File: src/dbtc_defines.svh
/*
  Register indices, field positions and reset values of the timer,
  counter and dead-band block.
  Assumes it is included by bare name wherever these macros are needed.
*/
`ifndef DBTC_DEFINES_SVH
`define DBTC_DEFINES_SVH

// --------------------------------------------------------------------
// register selects (upper address field), byte lane in the lower field
// --------------------------------------------------------------------
`define DBTC_REG_COUNT                     3'h0
`define DBTC_REG_PERIOD                    3'h1
`define DBTC_REG_COMPARE                   3'h2
`define DBTC_REG_CONTROL                   3'h3
`define DBTC_BLOCK_FUNCTION_SELECT_REG     3'h4

// --------------------------------------------------------------------
// field positions and reset values
// --------------------------------------------------------------------
`define DBTC_CTRL_ENABLE_BIT               0
`define DBTC_FN_MODE0_BIT                  0
`define DBTC_FN_MODE1_BIT                  1
`define DBTC_FN_SEL_LSB                    2
`define DBTC_FN_SEL_MSB                    3
`define DBTC_RESET_BYTE                    8'h00
`define DBTC_READ_ZERO                     8'h00

`endif

File: src/dbtc_pkg.sv
/*
  Types shared by the timer, counter and dead-band block.
  Assumes nothing beyond a SystemVerilog compiler.
*/
package dbtc_pkg;

  // --------------------------------------------------------------------
  // function select and register port carrier
  // --------------------------------------------------------------------
  typedef enum logic [1:0] {
    dbtc_timer,
    dbtc_counter,
    dbtc_deadband
  } dbtc_func_t;

  typedef struct packed {
    logic       wr;
    logic       rd;
    logic [2:0] sel;
    logic [2:0] lane;
    logic [7:0] wdata;
  } dbtc_reg_req_t;

endpackage

File: src/dbtc_block.sv
/*
  Configurable digital block: timer with capture, counter / pwm with an
  enable gate, and dead-band generator, with chained bytes inside one
  instance. Registers are reached over a plain strobe port.
  Assumes the source clock, the previous block's output and the data
  input are levels sampled by the system clock; the data input comes
  from outside and is resynchronised here.
*/
`include "dbtc_defines.svh"

module dbtc_block
  import dbtc_pkg::*;
#(
  parameter int BYTES = 1
) (
  input  wire logic          clock,
  input  wire logic          srst,
  input  wire dbtc_reg_req_t reg_req,
  output logic [7:0]         rd_data,
  input  wire logic          src_clk,
  input  wire logic          data_in,
  input  wire logic          prev_block_in,
  output logic               tc_out,
  output logic               cmp_out,
  output logic               primary_out,
  output logic               deadband_high_side_out,
  output logic               deadband_low_side_out,
  output logic               irq
);

  // --------------------------------------------------------------------
  // sizes and elaboration check
  // --------------------------------------------------------------------
  localparam int W = 8 * BYTES;

  // byte lane field is three bits wide, so at most eight bytes
  if (BYTES < 1 || BYTES > 8) begin : g_bytes_check
    $error("dbtc_block: BYTES must be 1 to 8");
  end

  // --------------------------------------------------------------------
  // state of the block
  // --------------------------------------------------------------------
  typedef struct packed {
    logic [W-1:0] count;
    logic [W-1:0] period;
    logic [W-1:0] compare;
    logic         enable;
    logic [1:0]   func;
    logic         mode_tc;
    logic         mode_le;
    logic         src_prev;
    logic         data_meta;
    logic         data_sync;
    logic         data_prev;
    logic         prev_in_d;
    logic         db_run;
    logic         db_phase;
    logic         db_hi_lvl;
    logic         db_lo_lvl;
    logic         tc;
    logic         cmp;
    logic         db_high;
    logic         db_low;
    logic         irq;
    logic [7:0]   rd;
  } dbtc_state_t;

  dbtc_state_t q;
  dbtc_state_t next_q;

  // --------------------------------------------------------------------
  // helpers
  // --------------------------------------------------------------------
  // compare-true in either flavour
  function automatic logic cmp_true(
    input logic [W-1:0] cnt,
    input logic [W-1:0] cmpv,
    input logic         le
  );
    logic r;
    r = le ? (cnt <= cmpv) : (cnt < cmpv);
    return r;
  endfunction

  // byte read from a wide register
  function automatic logic [7:0] lane_of(
    input logic [W-1:0] v,
    input logic [2:0]   lane
  );
    logic [7:0] r;
    r = `DBTC_READ_ZERO;
    for (int i = 0; i < BYTES; i++) begin
      if (lane == i[2:0]) begin
        r = v[8*i +: 8];
      end
    end
    return r;
  endfunction

  // --------------------------------------------------------------------
  // next state
  // --------------------------------------------------------------------
  logic         tick;
  logic         fall;
  logic         cap_edge;
  logic         sw_cap;
  logic         lane_ok;
  logic         is_zero;
  logic         prev_edge;
  logic         kill;
  logic         pulse_src;
  dbtc_func_t   fsel;

  always_comb begin
    next_q    = q;
    fsel      = dbtc_func_t'(q.func);
    tick      = src_clk & ~q.src_prev;
    fall      = ~src_clk & q.src_prev;
    cap_edge  = q.data_sync & ~q.data_prev;
    is_zero   = (q.count == '0);
    prev_edge = prev_block_in ^ q.prev_in_d;
    kill      = q.data_sync;
    lane_ok   = ({1'b0, reg_req.lane} < 4'(BYTES));
    sw_cap    = 1'b0;
    pulse_src = 1'b0;

    // edge history and the two-stage enable / capture / kill sampler
    next_q.src_prev  = src_clk;
    next_q.prev_in_d = prev_block_in;
    next_q.data_meta = data_in;
    next_q.data_sync = q.data_meta;
    next_q.data_prev = q.data_sync;

    // ------------------------------------------------------------------
    // register writes
    // ------------------------------------------------------------------
    if (reg_req.wr) begin
      unique case (reg_req.sel)
        `DBTC_REG_PERIOD: begin
          for (int i = 0; i < BYTES; i++) begin
            if (reg_req.lane == i[2:0]) begin
              next_q.period[8*i +: 8] = reg_req.wdata;
              // a stopped block takes the new period as its count
              if (!q.enable) begin
                next_q.count[8*i +: 8] = reg_req.wdata;
              end
            end
          end
        end
        `DBTC_REG_COMPARE: begin
          for (int i = 0; i < BYTES; i++) begin
            if (reg_req.lane == i[2:0]) begin
              next_q.compare[8*i +: 8] = reg_req.wdata;
            end
          end
        end
        `DBTC_REG_CONTROL: begin
          if (reg_req.lane == 3'h0) begin
            next_q.enable = reg_req.wdata[`DBTC_CTRL_ENABLE_BIT];
          end
        end
        `DBTC_BLOCK_FUNCTION_SELECT_REG: begin
          if (reg_req.lane == 3'h0) begin
            next_q.mode_tc = reg_req.wdata[`DBTC_FN_MODE0_BIT];
            next_q.mode_le = reg_req.wdata[`DBTC_FN_MODE1_BIT];
            next_q.func    = reg_req.wdata[`DBTC_FN_SEL_MSB:`DBTC_FN_SEL_LSB];
          end
        end
        default: begin
        end
      endcase
    end

    // ------------------------------------------------------------------
    // register reads: data stand one cycle, zero otherwise
    // ------------------------------------------------------------------
    next_q.rd = `DBTC_READ_ZERO;
    if (reg_req.rd && lane_ok) begin
      unique case (reg_req.sel)
        `DBTC_REG_COUNT: begin
          // count reads return zero; outside dead-band use the count goes to compare instead, except on upper-lane reads of a running timer
          next_q.rd = `DBTC_READ_ZERO;
        end
        `DBTC_REG_PERIOD: begin
          next_q.rd = lane_of(q.period, reg_req.lane);
        end
        `DBTC_REG_COMPARE: begin
          next_q.rd = lane_of(q.compare, reg_req.lane);
        end
        `DBTC_REG_CONTROL: begin
          if (reg_req.lane == 3'h0) begin
            next_q.rd = {7'h00, q.enable};
          end
        end
        `DBTC_BLOCK_FUNCTION_SELECT_REG: begin
          if (reg_req.lane == 3'h0) begin
            next_q.rd = {4'h0, q.func, q.mode_le, q.mode_tc};
          end
        end
        default: begin
          next_q.rd = `DBTC_READ_ZERO;
        end
      endcase
    end

    // count read side effects
    if (reg_req.rd && lane_ok && reg_req.sel == `DBTC_REG_COUNT) begin
      if (q.enable && fsel == dbtc_timer) begin
        // only the lowest byte triggers, and it moves every byte
        sw_cap = (reg_req.lane == 3'h0);
      end else if (fsel != dbtc_deadband) begin
        // stopped timer or any counter: copy just the byte read
        for (int i = 0; i < BYTES; i++) begin
          if (reg_req.lane == i[2:0]) begin
            next_q.compare[8*i +: 8] = q.count[8*i +: 8];
          end
        end
      end
    end

    // ------------------------------------------------------------------
    // function logic; the block clock only runs while enabled
    // ------------------------------------------------------------------
    next_q.tc      = 1'b0;
    next_q.cmp     = 1'b0;
    next_q.db_high = 1'b0;
    next_q.db_low  = 1'b0;
    next_q.irq     = 1'b0;

    if (q.enable) begin
      unique case (fsel)
        dbtc_timer: begin
          // whole chained word decrements as one counter
          if (tick) begin
            if (is_zero) begin
              next_q.count = q.period;
            end else begin
              next_q.count = q.count - 1'b1;
            end
          end
          // capture wins over a compare write in the same cycle
          if (cap_edge || sw_cap) begin
            next_q.compare = q.count;
          end
          next_q.tc  = (next_q.count == '0);
          next_q.cmp = cmp_true(next_q.count, q.compare, q.mode_le);
          pulse_src  = q.mode_tc ? (next_q.tc & ~q.tc)
                                 : (next_q.cmp & ~q.cmp);
        end
        dbtc_counter: begin
          if (tick) begin
            // reload at zero even if the enable just fell, then hold
            if (is_zero) begin
              next_q.count = q.period;
            end else if (q.data_sync) begin
              next_q.count = q.count - 1'b1;
            end
          end
          next_q.tc = (next_q.count == '0);
          // pwm output moves only on the source falling edge
          if (fall) begin
            next_q.cmp = cmp_true(q.count, q.compare, q.mode_le);
          end else begin
            next_q.cmp = q.cmp;
          end
          pulse_src = q.mode_tc ? (next_q.tc & ~q.tc)
                                : (next_q.cmp & ~q.cmp);
        end
        dbtc_deadband: begin
          // only the lowest byte is used, so dead time tops out at 256
          if (prev_edge) begin
            next_q.count[7:0] = q.period[7:0];
            next_q.db_run     = 1'b1;
            next_q.db_phase   = prev_block_in;
            if (prev_block_in) begin
              next_q.db_lo_lvl = 1'b0;
            end else begin
              next_q.db_hi_lvl = 1'b0;
            end
          end else if (tick && q.db_run) begin
            if (q.count[7:0] == 8'h00) begin
              next_q.db_run    = 1'b0;
              next_q.db_hi_lvl = q.db_phase;
              next_q.db_lo_lvl = ~q.db_phase;
            end else begin
              next_q.count[7:0] = q.count[7:0] - 8'h01;
            end
          end
          // kill masks outputs but leaves the sequence running
          next_q.db_high = next_q.db_hi_lvl & ~kill;
          next_q.db_low  = next_q.db_lo_lvl & ~kill;
          pulse_src      = next_q.db_high & ~q.db_high;
        end
        default: begin
          pulse_src = 1'b0;
        end
      endcase
    end else begin
      // stopped: levels restart low, count untouched
      next_q.db_run    = 1'b0;
      next_q.db_hi_lvl = 1'b0;
      next_q.db_lo_lvl = 1'b0;
    end

    // one system clock wide interrupt from the chosen edge
    next_q.irq = q.enable & pulse_src;
  end

  // --------------------------------------------------------------------
  // state register
  // --------------------------------------------------------------------
  always_ff @(posedge clock) begin
    if (srst) begin
      q <= '0;
    end else begin
      q <= next_q;
    end
  end

  // --------------------------------------------------------------------
  // outputs, all straight from flip-flops
  // --------------------------------------------------------------------
  // primary output is the high side in dead-band use
  logic primary_d;

  always_comb begin
    unique case (dbtc_func_t'(next_q.func))
      dbtc_timer:    primary_d = next_q.tc;
      dbtc_counter:  primary_d = next_q.cmp;
      dbtc_deadband: primary_d = next_q.db_high;
      default:       primary_d = 1'b0;
    endcase
  end

  // mirrors the primary choice one flop later than next_q, same cycle as q
  always_ff @(posedge clock) begin
    if (srst) begin
      primary_out <= 1'b0;
    end else begin
      primary_out <= primary_d & next_q.enable;
    end
  end

  assign rd_data                = q.rd;
  assign tc_out                 = q.tc;
  assign cmp_out                = q.cmp;
  assign deadband_high_side_out = q.db_high;
  assign deadband_low_side_out  = q.db_low;
  assign irq                    = q.irq;

endmodule

File: config.mk
export PLATFORM = sky130hd
export DESIGN_NAME = dbtc_block
export DESIGN_NICKNAME = d
export VERILOG_FILES = /design/src/dbtc_pkg.sv /design/src/dbtc_block.sv
export VERILOG_INCLUDE_DIRS = /design/src /design/src/src
export SDC_FILE = /design/constraint.sdc
export NUM_CORES = 1
export LEC_CHECK = 0
export BUFFER_PORTS_ARGS = -buffer_cell sky130_fd_sc_hd__clkbuf_2
export CAP_MARGIN = 20
export CORE_MARGIN = 1.5
export CORE_UTILIZATION = 35
export CTS_CLUSTER_DIAMETER = 60
export DETAILED_ROUTE_END_ITERATION = 10
export GPL_ROUTABILITY_DRIVEN = 0
export GPL_TIMING_DRIVEN = 0
export PLACE_DENSITY = 0.51
export SLEW_MARGIN = 10
export SYNTH_ARGS = -nofsm -noshare
export SYNTH_HDL_FRONTEND = slang
export SYNTH_SLANG_ARGS = --single-unit
File: constraint.sdc
create_clock -name clock -period 4.5 [get_ports clock]
set_input_delay 0.9 -clock clock [delete_from_list [all_inputs] [get_ports clock]]
set_output_delay 0.9 -clock clock [all_outputs]
set_load 0.01 [all_outputs]
* Word-level counts from Yosys, hierarchy flattened
Cells that the tools add are included.
** Cells by class
- Equal/unequal tests :: 9
- Bitwise operators :: 24
- Add/sub/neg operators :: 1
- Reductions and logical operators :: 21
- Mux-type cells :: 61
- Order comparisons :: 5
** Operators with widths (count)
- $mux 8 :: 25
- $mux 16 :: 2
- $pmux 8 s4 :: 1
- $mux 29 :: 1
- $logic_not 8->1 :: 3
- $pmux 8 s3 :: 1
- $mux 1 :: 18
- $le 8x8->1 :: 2
- $lt 8x8->1 :: 2
- $mux 4 :: 4
- $and 1x1->1 :: 12
- $mux 2 :: 6
- $reduce_and 3->1 :: 4
- $not 1->1 :: 11
- $sub 8x1->8 const B :: 1
- $eq 3x2->1 const B :: 2
- $logic_not 3->1 :: 2
- $pmux 1 s3 :: 2
- $eq 2x1->1 const B :: 2
- $eq 2x2->1 const B :: 2
- $logic_and 1x1->1 :: 4
- $logic_not 2->1 :: 2
- $pmux 2 s2 :: 1
- $reduce_bool 2->1 :: 2
- 8 further kinds :: 9
** Storage, ports and cells
- Word-level logic and storage cells :: 144
- Input bits :: 21
- Bits in registers :: 52

* Logic depth before layout (Yosys ltp)
Gate-level depths: netlist of run 1.
- Word-level depth :: 15
- Depth in mapped cells :: 18
- Depth with buffers taken out :: 16

* Worst setup path after synthesis of run 1
Ideal clock, no wire load.
- Path kind :: input to register
- Start point :: input port reg_req[11] (netlist name)
- End point :: register q (netlist bit irq)
- Path slack :: 0.844 ns
- Arrival time :: 3.563 ns
- Library setup time :: 0.092 ns
- Stages on the path :: 15
- Data required time :: 4.408 ns
- Path buffers :: 2
- Cells stage by stage :: clkbuf_1 > and4bb_2 > nand2_1 > buf_2 > mux2i_1 > a21boi_0 > ha_1 > nor2b_1 > o21a_1 > o21ai_0 > a21oi_1 > o21ai_0 > a21oi_1 > o32a_1 > o32ai_1
** On the way
- Longest elaborated chain between the ends :: 14
- Elaborated cells between the ends (all ways) :: 24
- Classes of those cells :: order compare: 2; eq/ne: 1; mux: 15; bitwise: 4; reduce/logical: 2
** RTL lines
- from (decl) :: RTL line dbtc_block.sv:18 : input wire dbtc_reg_req_t reg_req,
- $eq 3x1->1 (*) :: RTL line dbtc_block.sv:139 : unique case (reg_req.sel)
- $mux 16 (*) :: RTL line dbtc_block.sv:139
- $mux 29 (*) :: RTL line dbtc_block.sv:138 : if (reg_req.wr) begin
- branches (longest 8 deep; another with $lt 8x8->1)
- $pmux 1 s3 (*) :: RTL line dbtc_block.sv:232 : unique case (fsel)
- $mux 1 (*) :: RTL line dbtc_block.sv:231 : if (q.enable) begin
- $and 1x1->1 (*) :: RTL line dbtc_block.sv:307 : next_q.irq = q.enable & pulse_src;
- to (signal assigned) :: RTL line dbtc_block.sv:317 : q <= next_q;
- to (decl) :: RTL line dbtc_block.sv:69 : dbtc_state_t q;
Every way passes the cells marked *. The select of a mux whose other input is x is not followed.
A chain may end at the register's enable or synchronous reset.

* Worst setup path in the final report of run 1
- Start point :: register q[43] (netlist name)
- End point :: register q (netlist bit irq)
** On the way
- Longest elaborated chain between the ends :: 15
- Elaborated cells between the ends (all ways) :: 42
- Classes of those cells :: add/sub: 1; order compare: 4; mux: 27; bitwise: 7; reduce/logical: 3
** RTL lines (RTL line)
- branches (longest 12 deep; another with $sub 8x1->8)
- $pmux 1 s3 (*) :: dbtc_block.sv:232
- $mux 1 (*) :: dbtc_block.sv:231
- $and 1x1->1 (*) :: dbtc_block.sv:307
Marks and branches as above.

==> flow_metrics.py, run 1 <==
metrics = {
    "run_status": {
        "status": "completed",
    },
    "timing": {
        "fmax_mhz": 235,
        "finalMaxSlewViolations": 0,
        "maxSlewHeadroom": 0.297,
        "finalCritPeriodShare": 0.944,
        "skew_ps": 9.97,
        "fin_crit_ps": 4250,
        "hold_violations": 0,
        "fin_hold_ws_ps": 448,
        "tightest_slew_ps": 1040,
        "setup_violations": 0,
        "grt_setup_unrepaired": "no",
    },
    "finish": {
        "stdcell_count": 664,
        "final_area_sq_mm": 0.00422,
        "area_growth_pct": 12.0,
        "antenna_cells": 0,
        "drive_gt1_frac": 0.133,
        "final_nets": 566,
    },
    "power": {
        "power.density_mw_per_mm2": 226,
        "leakage_nw": 1.60,
        "vdd_drop_max_mv": 0.153,
    },
    "logic_synthesis": {
        "yosys_warnings": 0,
        "synth_seq_cells": 52,
        "synth_edf_count": 0,
        "ys_types": 64,
        "syn_area_sq_mm": 0.00377,
        "yosys-top-cells-count": "52 x dfxtp_1, 47 x nor2_1, 39 x nand2_1",
        "syn_area_per_cell_sq_um": 7.74,
        "syn-instance-count": 487,
        "yosysTopAreaCellShare": 0.276,
        "synth_seq_area_share": 0.276,
        "synth.net_count": 526,
        "synth_top_cells_by_area": "dfxtp_1 28%, ha_1 6.0%, a21oi_1 5.0%, nor2_1 4.7%, mux2i_1 4.2%",
        "yosys.cell_count.top_type": "dfxtp_1",
        "synth_async_sr_flop_share": 0,
        "synthFlopType": "dfxtp_1",
        "synth_area_leader_cell": "dfxtp_1",
    },
    "die": {
        "start_util": 0.363,
        "die_y_microns": 107,
        "rows": 37,
        "die_x_microns": 107,
        "die_area_sq_mm": 0.0114,
        "core_sq_mm": 0.0104,
        "ios": 35,
    },
    "routing": {
        "vias_per_cell": 6.06,
        "routedWlPerCell_microns": 20.6,
        "post-route-drc-count": 0,
        "num_vias": 4021,
        "drtPass1Iterations": 5,
        "ant_nets": 0,
        "routed_wirelength_mm": 13.7,
        "drt-initial-drc-count": 444,
    },
    "global_routing": {
        "grtUsageTotal": 0.250,
        "overflow": 0,
        "antenna_found_initial": 0,
        "grt_max_degree": 17,
        "grt_pass1_vias": 3858,
        "grt_pass1_wl_mm": 21.7,
    },
    "cts": {
        "clk_latency_ps": 320,
        "max-clock-path-buffers": 2,
        "clkSinkCount": 52,
        "htree_num_levels": 2,
        "cts_tree": "built",
        "cts_made_buffers": 5,
        "cts.clk_slew.worst_paths_ps": 90,
        "root_buffer": "clkbuf_8",
    },
    "critical_path": {
        "critPathMaxFanout": 10,
        "timing.rr.start": "q[43]",
        "rr_worst_depth": 17,
        "rr_endpoint": "irq",
        "crit_arrival_ps": 4470,
        "worst_ep_required_time_ps": 4720,
        "worst-r2r-setup-slack_ps": 250,
        "path_class": "reg -> reg",
        "cp-end-kind": "flop",
        "critPathLaunchType": "flop",
    },
    "placement": {
        "port_buffers": 33,
        "dpl.cell_count": 656,
        "place_hpwl_mm": 10.6,
        "dpl_cell_area_sq_mm": 0.00410,
    },
    "min_path": {
        "min_from": "next_q[19]",
        "hold_path_class": "reg -> reg",
        "holdPathStages": 1,
        "holdPathEnd": "kill",
    },
    "flow_run": {
        "cap_violations": 0,
    },
}
[sequential cells by signal, indices dropped and copies added, names as in the netlist]
signal                  count
next_q                      1
cmp_out                     1
irq                         1
tc_out                      1
primary_out                 1
rd_data                     8
q                          34
fsel                        2
kill                        1
deadband_low_side_out       1
deadband_high_side_out      1
[worst max path at each step]
stage                      from  endpoint  slack (ps)
finish                    q[43]       irq         250
CTS                       q[43]       irq         170
floorplan           reg_req[11]       irq         840
global route              q[43]       irq          70
detailed placement  reg_req[13]       irq         -90
global placement    reg_req[13]       irq        -150
[cells in the final DEF, fill, tap and decap left out, drive strengths merged, types with 13 or more instances in the layout]
cell type  synthesis  final
a211oi            13     13
nor2b             15     15
clkbuf            20     58
ha                18     18
a21oi             40     40
nand3             30     30
o21ai             24     24
dfxtp             52     52
buf               17     17
nand2             39     39
nor2              47     47
inv               14     14
mux2i             16     16
[critical path, cell delays in order, from the launching register on]
cell	delay, ps
dfxtp_1	540
inv_1	230
ha_1	270
nor3b_1	160
nand2_1	170
buf_2	250
buf_2	270
o21ai_0	110
o22ai_1	460
ha_1	350
a21oi_1	160
nor2b_1	60
o21ai_0	180
nand3b_1	130
o21ai_2	310
a21oi_1	70
o32a_1	320
o32ai_1	120
[logic make-up (layout without fill, tap and decap cells)]
kind of cell | count (synthesis) | after routing | synth area share
AOI/OAI and AO/OA | 147 | 147 | 0.267
xor gates and xnor gates | 4 | 4 | 0.00930
muxes | 20 | 20 | 0.0544
and+or+nand+nor | 195 | 195 | 0.270
DFF | 52 | 52 | 0.276
adders and majority gates | 18 | 18 | 0.0598
buffers and inverters | 51 | 92 | 0.0627
[per-layer routing]
metal,vias up,global-route usage,wire length [microns]
li1,1902,-,-
met1,1918,0.346,6140
met2,179,0.397,6290
met3,22,0.0401,1030
met4,0,0.0752,241
met5,-,0,0
[area by class of cell]
cell class              instances  area (sq um)
flip-flops and latches         52          1040
well taps                     136           170
inverters                      14          52.6
multi-input cells             384          2490
clock inverters                 3          42.5
fillers                      1128          6150
plain buffers                  37           184
clock buffers                   5          68.8
repair buffers                 33           165
[what timing repair did]
item | in CTS | in global routing
gates resized for setup | 0 | 2
endpoints found under the setup margin | 0 | 2
hold buffers | 0 | 0
setup buffers | 0 | 0
[per-stage QoR]
step / TNS, ps / utilization / setup WS (ps) / power (mW)
global placement: -201 / 0.396 / -151 / 0.616
floorplan: 0 / - / 844 / 0.565
finish: 0 / 0.407 / 251 / 0.953
CTS: 0 / 0.406 / 172 / 0.956
global route: 0 / 0.407 / 72.1 / 0.991
detailed placement: -93.1 / 0.396 / -93.1 / 0.616
[report_power, final]
group          internal, mW  switching, mW  total [mW]  leakage (nW)
sequential            0.463        0.00335       0.467         0.420
clock                 0.165          0.176       0.341        0.0541
combinational        0.0501         0.0958       0.146          1.13
total                 0.678          0.275       0.953          1.60
Note: power is estimated with default switching activity, not from simulation.
==> run 2: changes to the inputs <==
--- a/config.mk
+++ b/config.mk
@@ -6,6 +6,7 @@
 export SDC_FILE = /design/constraint.sdc
 export NUM_CORES = 1
 export LEC_CHECK = 0
+export ABC_AREA = 1
 export BUFFER_PORTS_ARGS = -buffer_cell sky130_fd_sc_hd__clkbuf_2
 export CAP_MARGIN = 20
 export CORE_MARGIN = 1.5
==> flow_metrics.py, run 2 <==
metrics = {
    "global_routing": {
        "grt_pass1_wl_mm": 20.5,
        "grtUsageTotal": 0.235,
        "antenna_found_initial": 0,
        "overflow": 0,
        "grt_pass1_vias": 3875,
        "grt_max_degree": 16,
    },
    "routing": {
        "ant_nets": 0,
        "drt-initial-drc-count": 349,
        "vias_per_cell": 5.24,
        "routedWlPerCell_microns": 16.5,
        "post-route-drc-count": 0,
        "num_vias": 4084,
        "drtPass1Iterations": 5,
        "routed_wirelength_mm": 12.8,
    },
    "die": {
        "core_sq_mm": 0.0104,
        "start_util": 0.363,
        "die_area_sq_mm": 0.0114,
        "ios": 35,
        "die_y_microns": 107,
        "rows": 37,
        "die_x_microns": 107,
    },
    "power": {
        "clkPwrFrac": 0.372,
        "power.density_mw_per_mm2": 242,
        "combPwrFrac": 0.173,
        "vdd_drop_max_mv": 0.161,
        "switching_share": 0.280,
        "seqPwrFrac": 0.455,
        "internal_power_uw": 741,
        "leakage_nw": 2.03,
        "switchingPower_uw": 289,
    },
    "timing": {
        "setup_violations": 0,
        "fin_crit_ps": 3410,
        "hold_violations": 0,
        "tns_ps": 0,
        "maxSlewHeadroom": 0.399,
        "grt_setup_unrepaired": "no",
        "tightest_slew_ps": 901,
        "finalCritPeriodShare": 0.758,
        "fmax_mhz": 293,
        "finalMaxSlewViolations": 0,
        "skew_ps": 8.07,
    },
    "placement": {
        "place_hpwl_mm": 9.91,
        "dpl.cell_count": 773,
        "port_buffers": 34,
    },
    "critical_path": {
        "cp-end-kind": "flop",
        "slowest_delay_ps": 440,
        "crit_arrival_ps": 3620,
        "path_class": "in -> reg",
        "path_buf_inv": 4,
        "worst_ep_required_time_ps": 4710,
        "slowest_stage": "o21ai_0",
        "critPathTopFamily": "simple AND/OR/NAND/NOR gates",
        "path_cells": "clkbuf_2, inv_1, nand3_2, nor2_4, nand2_4, nand2_1, nand2_2, inv_1, nand2_1, nand2_1, inv_1, ha_1, nand2_1, o21ai_0, o32ai_1, nand2_1, o21ai_0, a21oi_1, a21oi_2",
        "critPathLaunchType": "primary input",
        "critPathMaxFanout": 8,
        "cpMostUsedCell": "nand2_1",
    },
    "logic_synthesis": {
        "synth_seq_area_share": 0.275,
        "synth_async_sr_flop_share": 0,
        "yosys.cell_count.top_type": "nand2_1",
        "synth.net_count": 642,
        "yosys_warnings": 0,
        "synth_seq_cells": 52,
        "syn_area_sq_mm": 0.00378,
        "synthFlopType": "dfxtp_1",
        "synth_area_leader_cell": "dfxtp_1",
        "syn-instance-count": 603,
        "yosys-top-cells-count": "140 x nand2_1, 85 x inv_1, 63 x nor2_1",
        "syn_area_per_cell_sq_um": 6.27,
        "synth_top_cells_by_area": "dfxtp_1 28%, nand2_1 14%, inv_1 8.4%, a21oi_1 7.4%, o21ai_0 7.0%",
        "yosysTopAreaCellShare": 0.275,
        "synth_edf_count": 0,
        "ys_types": 45,
    },
    "finish": {
        "largest-register": "q",
        "fillCellCount": 1172,
        "largest_reg_flops": 34,
        "drive_gt1_frac": 0.138,
        "most-common-layout-cells": "140 x nand2_1, 85 x inv_1, 63 x nor2_1",
        "area_growth_pct": 12.4,
        "final_common_cell": "nand2_1",
        "final_nets": 683,
        "antenna_cells": 0,
        "stdcell_count": 780,
    },
    "cts": {
        "ctsHoldBuffers": 0,
        "clkSinkCount": 52,
        "htree_num_levels": 2,
        "root_buffer": "clkbuf_8",
        "max-clock-path-buffers": 2,
        "ctsResizeCount": 0,
        "cts_setup_buffers": 0,
        "cts.clk_slew.worst_paths_ps": 100,
        "clk_latency_ps": 310,
        "cts_made_buffers": 5,
        "cts_tree": "built",
    },
    "min_path": {
        "hold_path_class": "reg -> reg",
    },
    "flow_run": {
        "cap_violations": 0,
    },
    "run_status": {
        "status": "completed",
    },
}
==> run 2: changes by cell type in the layout (fill, tap and decap cells not counted), sizes merged, moves of 12 or more <==
cell and delta:
nand2 +107, clkbuf -13, a211oi -12, mux2i -16, nor2b -15, a21oi +19, nor2 +27, o21ai +34
inv +78
==> run 2: per-layer routing <==
| metal | GRT usage | vias up | routed length [microns] |
|---|---|---|---|
| met3 | 0.0243 | 29 | 884 |
| met1 | 0.325 | 1868 | 5820 |
| li1 | - | 2043 | - |
| met5 | 0 | - | 0 |
| met4 | 0.0838 | 0 | 442 |
| met2 | 0.377 | 144 | 5700 |
==> run 2: cells by family after synthesis <==
logic type / share of synthesized area
and+or+nand+nor: 0.304
AOI/OAI and AO/OA: 0.223
buffers and inverters: 0.131
DFF: 0.275
adders and majority gates: 0.0596
xor gates and xnor gates: 0.00695
==> run 2: final timing paths <==
kind / end / cells after the start / slack (ps) / startpoint
min reg2reg: kill / 2 / 410 / next_q[19]
max: irq / 19 / 1090 / reg_req[12]
min: kill / 2 / 410 / next_q[19]
max reg2reg: irq / 19 / 1170 / q[43]
==> run 2: power by group through the flow <==
stage | Clock, mW | Combinational [mW] | Sequential (mW)
after detailed placement | 0 | 0.175 | 0.479
after CTS | 0.393 | 0.176 | 0.469
after global placement | 0 | 0.173 | 0.479
final | 0.383 | 0.179 | 0.469
after global routing | 0.404 | 0.201 | 0.469
after floorplan | 0 | 0.121 | 0.478
==> run 2: through the flow <==
stage               power (mW)  utilization  hold slack [ps]  worst slack (ps)  area, sq um
detailed placement       0.654        0.396              396               866         4120
global placement         0.652        0.396              390               871         4120
floorplan                0.598            -              388              1510         3780
finish                    1.03        0.408              409              1090         4250
global route              1.07        0.408              448               896         4250
CTS                       1.04        0.408              411              1200         4250
==> run 2: final cells by class <==
type | instances | area [sq um] | area share
flip-flops and latches | 52 | 1040 | 0.245
clock buffers | 5 | 68.8 | 0.0162
inverters | 92 | 348 | 0.0819
clock inverters | 2 | 60.1 | 0.0141
well taps | 136 | 170 | 0.0400
plain buffers | 24 | 146 | 0.0345
multi-input cells | 435 | 2240 | 0.528
repair buffers | 34 | 170 | 0.0400
==> run 2: worst reg2reg max path: stages, from the launching register on <==
cell and delay, ps:
dfxtp_1 490, inv_1 180, ha_1 230, nand2_1 120, nor2_4 60, inv_4 90
buf_8 180, nand2_1 90, nand2_1 70, nand2_1 50, nand2_1 150, inv_1 60
ha_1 290, nand2_1 50, o21ai_0 440, o32ai_1 180, nand2_1 140, o21ai_0 100
a21oi_1 190, a21oi_2 70
